**src/core/dgp_consts.vh**
```
// Register map, field positions and reset values of the dual port block
`ifndef DGP_CONSTS_VH
`define DGP_CONSTS_VH

// Register indexes; byte address is index times four
`define DGP_IDX_PORT_A      8'h05
`define DGP_IDX_PORT_B      8'h06
`define DGP_IDX_INT_CTRL    8'h0B
`define DGP_IDX_OPTION      8'h81
`define DGP_IDX_DIR_A       8'h85
`define DGP_IDX_DIR_B       8'h86
`define DGP_IDX_ANALOG_CFG  8'h9F

// Widths
`define DGP_ADDR_W          10
`define DGP_PA_W            6
`define DGP_PB_W            8

// Reset values
`define DGP_RST_DIR_A       6'h3F
`define DGP_RST_DIR_B       8'hFF
`define DGP_RST_OPTION      8'hFF
`define DGP_RST_ANALOG_CFG  3'h0
`define DGP_RST_LATCH_A     6'h00
`define DGP_RST_LATCH_B     8'h00
`define DGP_RST_FLAG        1'b0
`define DGP_RST_CMP         4'h0
`define DGP_RST_EXT_PIN     1'b1

// Field positions
`define DGP_OPT_PULLUP_EN_N 7
`define DGP_OPT_EDGE_SEL    6
`define DGP_INT_CHANGE      0
`define DGP_INT_EXT         1
`define DGP_PA_TIMER_CLK    4
`define DGP_PA_SLAVE_SEL    5
`define DGP_PB_EXT_IRQ      0
`define DGP_WR_MASK_LSB     8
`define DGP_WR_MASK_EN      16

// Analog map: eight entries of six pin bits, entry 0 in low bits
`define DGP_ANALOG_MAP_DEF  48'h0000_0000_33EF

`endif

```
**src/core/dgp_port.v**
```verilog
// Dual general purpose port with change and external edge flags
//
// Notes on behaviour
// - Port A is six bits; direction one tristates, zero drives latch.
// - Data register reads return pin levels; writes update the output latch.
// - Port writes merge sampled pin levels with the addressed bits.
// - A4 feeds the timer clock, drives open drain only, hysteresis input.
// - A5 also feeds the serial port active-low slave select.
// - After reset analog pins have digital buffers off, reading zero.
// - Three-bit config field picks analog or digital; resets to 000.
// - Direction A resets to all six bits set on every reset.
// - Unimplemented register bits read as zero.
// - Port B is eight bits with the same direction encoding.
// - Port B pull-ups on input pins enabled when option bit seven is clear.
// - A pull-up is off for any pin configured as output.
// - Pull-ups are disabled after power-on reset.
// - Input pins B7..B4 compared with value latched at last port B read or write; mismatch sets change flag.
// - Output pins among B7..B4 never take part in the comparison.
// - The change flag can wake the device from sleep.
// - Mismatch keeps setting flag; port B access ends it before clearing.
// - B0 is the external interrupt, edge chosen by option bit six.
// - Direction B and option reset to all ones; latch B resets to zero.
//
// Register access over Avalon-MM was chosen for this implementation.
`timescale 1ns/1ps
`default_nettype none
`include "dgp_consts.vh"

module dgp_port #(
    parameter [47:0] ANALOG_MAP = `DGP_ANALOG_MAP_DEF
) (
    // Clock and reset
    input  wire                     MCLK_I,
    input  wire                     SYS_RST_I,
    // Avalon-MM slave
    input  wire [`DGP_ADDR_W-1:0]   AVS_ADDRESS_I,
    input  wire                     AVS_READ_I,
    input  wire                     AVS_WRITE_I,
    input  wire [31:0]              AVS_WRITEDATA_I,
    output wire [31:0]              AVS_READDATA_O,
    output wire                     AVS_WAITREQUEST_O,
    // Port A pins
    input  wire [`DGP_PA_W-1:0]     PA_IN_I,
    output wire [`DGP_PA_W-1:0]     PA_OUT_O,
    output wire [`DGP_PA_W-1:0]     PA_OE_O,
    // Port B pins
    input  wire [`DGP_PB_W-1:0]     PB_IN_I,
    output wire [`DGP_PB_W-1:0]     PB_OUT_O,
    output wire [`DGP_PB_W-1:0]     PB_OE_O,
    output wire [`DGP_PB_W-1:0]     PB_PULLUP_O,
    // Peripheral side
    output wire                     TIMER_CLK_O,
    output wire                     SLAVE_SEL_N_O,
    output wire [`DGP_PA_W-1:0]     ANALOG_EN_O,
    output wire                     CHANGE_FLAG_O,
    output wire                     EXT_IRQ_FLAG_O,
    output wire                     WAKE_O
);

    // Register state
    reg  [`DGP_PA_W-1:0] latch_a_ff;
    reg  [`DGP_PB_W-1:0] latch_b_ff;
    reg  [`DGP_PA_W-1:0] dir_a_ff;
    reg  [`DGP_PB_W-1:0] dir_b_ff;
    reg  [7:0]           option_ff;
    reg  [2:0]           analog_cfg_ff;
    reg                  change_flag_ff;
    reg                  ext_flag_ff;
    reg  [3:0]           last_read_ff;
    reg                  ext_pin_ff;
    reg                  ack_ff;
    reg  [31:0]          rdata_ff;

    // Next values
    reg  [`DGP_PA_W-1:0] nxt_latch_a;
    reg  [`DGP_PB_W-1:0] nxt_latch_b;
    reg  [`DGP_PA_W-1:0] nxt_dir_a;
    reg  [`DGP_PB_W-1:0] nxt_dir_b;
    reg  [7:0]           nxt_option;
    reg  [2:0]           nxt_analog_cfg;
    reg                  nxt_change_flag;
    reg                  nxt_ext_flag;
    reg  [3:0]           nxt_last_read;
    reg  [31:0]          nxt_rdata;

    // Decode
    wire [7:0]           reg_idx;
    wire                 req;
    wire                 done;
    wire                 wr_done;
    wire                 rd_done;
    wire [7:0]           wr_mask;
    wire [`DGP_PA_W-1:0] analog_en;
    wire [`DGP_PA_W-1:0] pin_a_rd;
    wire [3:0]           mismatch_bits;
    wire                 mismatch;
    wire                 ext_edge;
    wire                 b_access;

    // Helpers
    wire                 ext_pin_now;
    wire                 ext_rise;
    wire                 ext_fall;
    wire                 rd_capture;
    wire                 sel_port_b;
    wire                 sel_int_ctrl;
    wire                 int_wr;
    wire                 pullup_on;
    wire [3:0]           watch_in;
    wire [3:0]           watch_en;
    wire [5:0]           analog_base;
    wire [`DGP_PA_W-1:0] merge_a;
    wire [`DGP_PB_W-1:0] merge_b;

    assign reg_idx  = AVS_ADDRESS_I[`DGP_ADDR_W-1:2];
    assign req      = AVS_READ_I | AVS_WRITE_I;
    assign done     = req & ack_ff;
    assign wr_done  = AVS_WRITE_I & ack_ff;
    assign rd_done  = AVS_READ_I & ack_ff;
    assign rd_capture   = AVS_READ_I & ~ack_ff;
    assign sel_port_b   = (reg_idx == `DGP_IDX_PORT_B);
    assign sel_int_ctrl = (reg_idx == `DGP_IDX_INT_CTRL);
    assign int_wr       = wr_done & sel_int_ctrl;

    // One wait cycle per access
    assign AVS_WAITREQUEST_O = req & ~ack_ff;
    assign AVS_READDATA_O    = rdata_ff;

    // Bits being altered by a write; all bits unless a mask is given
    assign wr_mask = AVS_WRITEDATA_I[`DGP_WR_MASK_EN] ?
                     AVS_WRITEDATA_I[`DGP_WR_MASK_LSB+7:`DGP_WR_MASK_LSB] : 8'hFF;

    // Table lookup of analog pins
    assign analog_base = {3'h0, analog_cfg_ff} * 6'h06;
    assign analog_en   = ANALOG_MAP[analog_base +: 6];

    // Digital input buffers off on analog pins
    assign pin_a_rd = PA_IN_I & ~analog_en;

    // Read-modify-write: unmasked bits take the present pin level
    assign merge_a = (pin_a_rd & ~wr_mask[5:0]) |
                     (AVS_WRITEDATA_I[5:0] & wr_mask[5:0]);
    assign merge_b = (PB_IN_I & ~wr_mask) |
                     (AVS_WRITEDATA_I[7:0] & wr_mask);

    // Change detection on input pins only
    assign watch_in      = PB_IN_I[7:4];
    assign watch_en      = dir_b_ff[7:4];
    assign mismatch_bits = (watch_in ^ last_read_ff) & watch_en;
    assign mismatch      = |mismatch_bits;

    // External interrupt edge; option bit six set selects rising
    assign ext_pin_now = PB_IN_I[`DGP_PB_EXT_IRQ];
    assign ext_rise    = ext_pin_now & ~ext_pin_ff;
    assign ext_fall    = ~ext_pin_now & ext_pin_ff;
    assign ext_edge    = option_ff[`DGP_OPT_EDGE_SEL] ? ext_rise : ext_fall;

    assign b_access = done & sel_port_b;

    // Port A pin drivers
    genvar gi;
    generate
        for (gi = 0; gi < `DGP_PA_W; gi = gi + 1)
        begin : g_pa
            if (gi == `DGP_PA_TIMER_CLK)
            begin : g_od
                // Open drain: only ever pulls low
                assign PA_OUT_O[gi] = 1'b0;
                assign PA_OE_O[gi]  = ~dir_a_ff[gi] & ~latch_a_ff[gi];
            end
            else
            begin : g_pp
                assign PA_OUT_O[gi] = latch_a_ff[gi];
                assign PA_OE_O[gi]  = ~dir_a_ff[gi];
            end
        end
    endgenerate

    // Port B pin drivers and pull-ups
    assign pullup_on = ~option_ff[`DGP_OPT_PULLUP_EN_N];
    genvar gj;
    generate
        for (gj = 0; gj < `DGP_PB_W; gj = gj + 1)
        begin : g_pb
            assign PB_OUT_O[gj]    = latch_b_ff[gj];
            assign PB_OE_O[gj]     = ~dir_b_ff[gj];
            assign PB_PULLUP_O[gj] = dir_b_ff[gj] & pullup_on;
        end
    endgenerate

    // Shared pin functions
    assign TIMER_CLK_O   = PA_IN_I[`DGP_PA_TIMER_CLK];
    assign SLAVE_SEL_N_O = PA_IN_I[`DGP_PA_SLAVE_SEL] | analog_en[`DGP_PA_SLAVE_SEL];
    assign ANALOG_EN_O   = analog_en;
    assign CHANGE_FLAG_O  = change_flag_ff;
    assign EXT_IRQ_FLAG_O = ext_flag_ff;
    assign WAKE_O         = change_flag_ff;

    // Register updates
    always @*
    begin
        nxt_latch_a    = latch_a_ff;
        nxt_latch_b    = latch_b_ff;
        nxt_dir_a      = dir_a_ff;
        nxt_dir_b      = dir_b_ff;
        nxt_option     = option_ff;
        nxt_analog_cfg = analog_cfg_ff;
        if (wr_done)
        begin
            case (reg_idx)
                `DGP_IDX_PORT_A:
                begin
                    nxt_latch_a = merge_a;
                end
                `DGP_IDX_PORT_B:
                begin
                    nxt_latch_b = merge_b;
                end
                `DGP_IDX_OPTION:
                begin
                    nxt_option = AVS_WRITEDATA_I[7:0];
                end
                `DGP_IDX_DIR_A:
                begin
                    nxt_dir_a = AVS_WRITEDATA_I[5:0];
                end
                `DGP_IDX_DIR_B:
                begin
                    nxt_dir_b = AVS_WRITEDATA_I[7:0];
                end
                `DGP_IDX_ANALOG_CFG:
                begin
                    nxt_analog_cfg = AVS_WRITEDATA_I[2:0];
                end
                default:
                begin
                    nxt_option = option_ff;
                end
            endcase
        end
    end

    // Flag and compare value updates
    always @*
    begin
        nxt_change_flag = change_flag_ff;
        nxt_ext_flag    = ext_flag_ff;
        nxt_last_read   = last_read_ff;
        // Writing zero clears a flag; ones leave it
        if (int_wr)
        begin
            nxt_change_flag = change_flag_ff & AVS_WRITEDATA_I[`DGP_INT_CHANGE];
            nxt_ext_flag    = ext_flag_ff & AVS_WRITEDATA_I[`DGP_INT_EXT];
        end
        // Any port B access re-latches the comparison value
        if (b_access)
        begin
            nxt_last_read = PB_IN_I[7:4];
        end
        // Hardware set wins over a clear in the same cycle
        if (mismatch)
        begin
            nxt_change_flag = 1'b1;
        end
        if (ext_edge)
        begin
            nxt_ext_flag = 1'b1;
        end
    end

    // Read data, captured in the wait cycle
    always @*
    begin
        nxt_rdata = 32'h0000_0000;
        if (rd_capture)
        begin
            case (reg_idx)
                `DGP_IDX_PORT_A:
                begin
                    nxt_rdata[5:0] = pin_a_rd;
                end
                `DGP_IDX_PORT_B:
                begin
                    nxt_rdata[7:0] = PB_IN_I;
                end
                `DGP_IDX_OPTION:
                begin
                    nxt_rdata[7:0] = option_ff;
                end
                `DGP_IDX_DIR_A:
                begin
                    nxt_rdata[5:0] = dir_a_ff;
                end
                `DGP_IDX_DIR_B:
                begin
                    nxt_rdata[7:0] = dir_b_ff;
                end
                `DGP_IDX_ANALOG_CFG:
                begin
                    nxt_rdata[2:0] = analog_cfg_ff;
                end
                `DGP_IDX_INT_CTRL:
                begin
                    nxt_rdata[1:0] = {ext_flag_ff, change_flag_ff};
                end
                default:
                begin
                    nxt_rdata = 32'h0000_0000;
                end
            endcase
        end
        else if (rd_done)
        begin
            nxt_rdata = rdata_ff;
        end
    end

    // Bus side registers
    always @(posedge MCLK_I or posedge SYS_RST_I)
    begin
        if (SYS_RST_I)
        begin
            ack_ff         <= 1'b0;
            rdata_ff       <= 32'h0000_0000;
        end
        else
        begin
            ack_ff         <= req & ~ack_ff;
            rdata_ff       <= nxt_rdata;
        end
    end

    // Port and configuration registers
    always @(posedge MCLK_I or posedge SYS_RST_I)
    begin
        if (SYS_RST_I)
        begin
            latch_a_ff     <= `DGP_RST_LATCH_A;
            latch_b_ff     <= `DGP_RST_LATCH_B;
            dir_a_ff       <= `DGP_RST_DIR_A;
            dir_b_ff       <= `DGP_RST_DIR_B;
            option_ff      <= `DGP_RST_OPTION;
            analog_cfg_ff  <= `DGP_RST_ANALOG_CFG;
        end
        else
        begin
            latch_a_ff     <= nxt_latch_a;
            latch_b_ff     <= nxt_latch_b;
            dir_a_ff       <= nxt_dir_a;
            dir_b_ff       <= nxt_dir_b;
            option_ff      <= nxt_option;
            analog_cfg_ff  <= nxt_analog_cfg;
        end
    end

    // Flags, compare value and edge detector; idle high avoids a false edge
    always @(posedge MCLK_I or posedge SYS_RST_I)
    begin
        if (SYS_RST_I)
        begin
            change_flag_ff <= `DGP_RST_FLAG;
            ext_flag_ff    <= `DGP_RST_FLAG;
            last_read_ff   <= `DGP_RST_CMP;
            ext_pin_ff     <= `DGP_RST_EXT_PIN;
        end
        else
        begin
            change_flag_ff <= nxt_change_flag;
            ext_flag_ff    <= nxt_ext_flag;
            last_read_ff   <= nxt_last_read;
            ext_pin_ff     <= ext_pin_now;
        end
    end

endmodule // dgp_port

`default_nettype wire

```
**config.mk**
```make
export PLATFORM = sky130hd
export DESIGN_NAME = dgp_port
export DESIGN_NICKNAME = d
export VERILOG_FILES = /design/src/core/dgp_port.v
export VERILOG_INCLUDE_DIRS = /design/src /design/src/core
export SDC_FILE = /design/constraint.sdc
export NUM_CORES = 1
export LEC_CHECK = 0
export ABC_CLOCK_PERIOD_IN_PS = 3100
export BUFFER_PORTS_ARGS = -buffer_cell sky130_fd_sc_hd__buf_2
export CAP_MARGIN = 20
export CORE_MARGIN = 4
export CORE_UTILIZATION = 45
export DETAILED_ROUTE_END_ITERATION = 8
export PLACE_DENSITY_LB_ADDON = 0.2
export SKIP_LAST_GASP = 1
export SYNTH_ARGS = -nofsm -noshare
export SYNTH_HDL_FRONTEND = slang
export SYNTH_SLANG_ARGS = --single-unit
export TNS_END_PERCENT = 20
```
**constraint.sdc**
```tcl
create_clock -name MCLK_I -period 3.1 [get_ports MCLK_I]
set_clock_uncertainty 0.2 [all_clocks]
set_input_delay 0.31 -clock MCLK_I [delete_from_list [all_inputs] [get_ports MCLK_I]]
set_output_delay 0.31 -clock MCLK_I [all_outputs]
set_load 0.1 [all_outputs]
```
==> results_dict.tcl <==
set metrics [dict create \
    dieArea_sq_um 8714 \
    drt-total-wl_mm 8.732 \
    critPathTopFamily "simple AND/OR/NAND/NOR gates" \
    cts_resized 0 \
    drv_slew 0 \
    multi_input_area_sq_um 1543 \
    fin_setup_tns_ns 0 \
    cp.arrival_ns 1.77 \
    post_cts_buffers 0 \
    synth_common_cells "nor2_1 (40), buf_4 (39), dfrtp_1 (32), nand2_1 (32), o21ai_0 (25)" \
    grt_max_degree 50 \
    crit_type "reg -> out" \
    ys_top_cells_by_area "dfrtp_1 (24%), dfstp_2 (18%), buf_4 (8.9%)" \
    post_synth.cell_area_avg_sq_um 9.208 \
    hold_path.class "in -> reg" \
    gp_congestion 0.8395 \
    yosysTopAreaCell "dfrtp_1" \
    first_pass_iters 4 \
    diodes 0 \
    yosysTopAreaCellShare_pct 24.43 \
    clock-sinks 55 \
    drtIter0Drc 106 \
    core_area_sq_um 6944 \
    r2r_setup_slack_ns 1.12 \
    nFillCells 700 \
    synth_warnings 0 \
    syn_to_final_growth_pct 15.92 \
    h-tree-depth 2 \
    crit_path_end_kind "primary output" \
    setup_viol_count_final 0 \
    path_buf_inv 1 \
    slew_headroom_pct 58.32 \
    start_kind "flop" \
    tightest_slew_ns 0.6232 \
    die_y_um 93.35 \
    vdd_drop_max_mv 0.1974 \
    holdWs_ns 0.02638 \
    place.port_buffers 96 \
    routed-via-count 2767 \
    seq_area_frac_synth_pct 42.86 \
    fin_nets 501 \
    synthArstFlopShare_pct 100.0 \
    status "finished clean" \
    period_minus_slack_ns 2.280 \
    dp.final_hpwl_mm 6.792 \
    yosysMostFrequentCell "nor2_1" \
    fmax_mhz 438.7 \
    power_density_nw_per_um2 482.3 \
    ys_types 52 \
    synth-edff-count 0 \
    finalCritPeriodShare_pct 73.53 \
    crit_path_max_incr_delay_ns 0.46 \
    track_usage_pct 20.52 \
    rows 30 \
    synth-seq-cells 55 \
    worstPathRequired_ns 2.59 \
    rsz0062_at_grt "false" \
    drc 0 \
    seq_area_sq_um 1405 \
    cts_max_path_buffers 2 \
    cts_tree "yes" \
    synth_top_flop_cell "dfrtp_1" \
    start_util_pct 47.21 \
    die_w_um 93.35 \
    drive_gt1_share_pct 37.10 \
    syn_area_sq_um 3278 \
    grt_overflow 0 \
    drv_cap 0 \
    grt_first_pass_wirelength_mm 13.79 \
    io_pins 140 \
    antenna_found_initial 0 \
    viasPerCell 5.143 \
    clock_latency_ns 0.31 \
    clockRootBuffer "clkbuf_8" \
    grt_pass1_vias 2682 \
    avgRoutedWirePerCell_um 16.23 \
    final_hold_viol_count 0 \
    drtAntennaViolNets 0 \
    cts_made_buffers 5 \
    critical_path_peak_fanout 7 \
    cp_slowest_cell "dfrtp_1" \
    worstPathCellList "nor3_2 > or2_2 > buf_2" \
    p_leak_nw 1.856 \
    path_clk_slew_ns 0.10 \
    syn_inst 356 \
]
==> logic make-up after synthesis <==
kind of cell	Yosys count	share of synthesized area, %
simple gates	115	19.08
compound gates	86	16.11
buf+inv	72	13.09
flops	55	42.86
mux	23	7.672
xor+xnor	4	1.069
other cells	1	0.1144
==> metrics by stage <==
stage	area, sq um	util [%]	cells	total power [mW]	setup slack, ns
6_report	3800	54.72	538	1.833	0.8205
5_1_grt	3800	54.72	538	1.916	0.7721
4_1_cts	3770	54.29	536	1.846	0.8069
3_5_place_dp	3665	52.77	527	1.422	0.8334
3_3_place_gp	3665	52.77	527	1.417	0.8606
2_1_floorplan	3377	-	381	1.339	0.2354
==> routing by layer <==
metal | share of wire [%] | track usage [%]
met1 | 44 | 27.73
met2 | 49 | 33.71
met3 | 5.9 | 3.620
met4 | 1.8 | 5.861
met5 | 0 | 0
==> final timing paths <==
path                                              startpoint                          end  cells after the start
worst min register to register     latch_a_ff[0]$_DFFE_PP0P_    latch_a_ff[0]$_DFFE_PP0P_                      1
worst max-delay path            analog_cfg_ff[1]$_DFFE_PP0P_                SLAVE_SEL_N_O                      3
worst min-delay path                      AVS_WRITEDATA_I[6]      dir_b_ff[6]$_DFFE_PP1P_                      3
worst max register to register              ack_ff$_DFF_PP0_  last_read_ff[0]$_DFFE_PP0P_                      3
min in group asynchronous                          SYS_RST_I      PB_OUT_O[2]$_DFFE_PP0P_                      3
max in group asynchronous                          SYS_RST_I     option_ff[2]$_DFFE_PP1P_                      5
==> report_power, final <==
part           internal (mW)  switching, mW  leakage (nW)  total [mW]
Clock                  0.184          0.236        0.0484       0.420
Sequential             0.757         0.0224         0.669       0.780
Combinational         0.0981          0.535          1.14       0.634
==> layout by cell type, fill, tap and decap left out, types with 4 or more instances in the layout <==
master / synthesis / final
nor2_1: 40 / 40
dfstp_2: 23 / 23
mux2_2: 17 / 17
o21ai_0: 25 / 25
a21oi_1: 22 / 22
buf_4: 39 / 5
mux2i_1: 6 / 6
nand2_1: 32 / 32
buf_2: 4 / 96
clkbuf_8: 0 / 6
a22oi_1: 7 / 7
inv_1: 21 / 20
o22ai_1: 4 / 4
nand2b_1: 6 / 6
conb_1: 1 / 26
xnor2_1: 4 / 4
nand3_1: 7 / 7
dfrtp_1: 32 / 32
a31oi_1: 9 / 9
==> area by class of cell <==
| class | count | share of cell area, % |
|---|---|---|
| Multi-Input combinational cell | 254 | 40.60 |
| Sequential cell | 55 | 36.98 |
| Timing Repair Buffer | 104 | 14.69 |
| Tap cell | 96 | 3.161 |
| Clock buffer | 7 | 2.272 |
| Inverter | 21 | 2.074 |
| Clock inverter | 1 | 0.2305 |
==> worst register-to-register path, delay by kind of cell (launching register included) <==
kind | cells | cell delay [ns]
buf+inv | 1 | 0.29
mux | 1 | 0.38
flops | 1 | 0.56
simple gates | 1 | 0.45
==> registers in the layout (all words and copies together) (netlist names), 3 cells and up <==
register / count
latch_a_ff: 6
last_read_ff: 4
option_ff: 8
dir_a_ff: 6
PB_OUT_O: 8
AVS_READDATA_O: 8
dir_b_ff: 8
analog_cfg_ff: 3
==> repair_timing <==
item | 4_1_cts | 5_1_grt
endpoints found under the setup margin | 0 | 0
endpoints found under the hold margin | 1 | 32
hold buffers | 1 | 1
(Power assumes the default switching activity.)
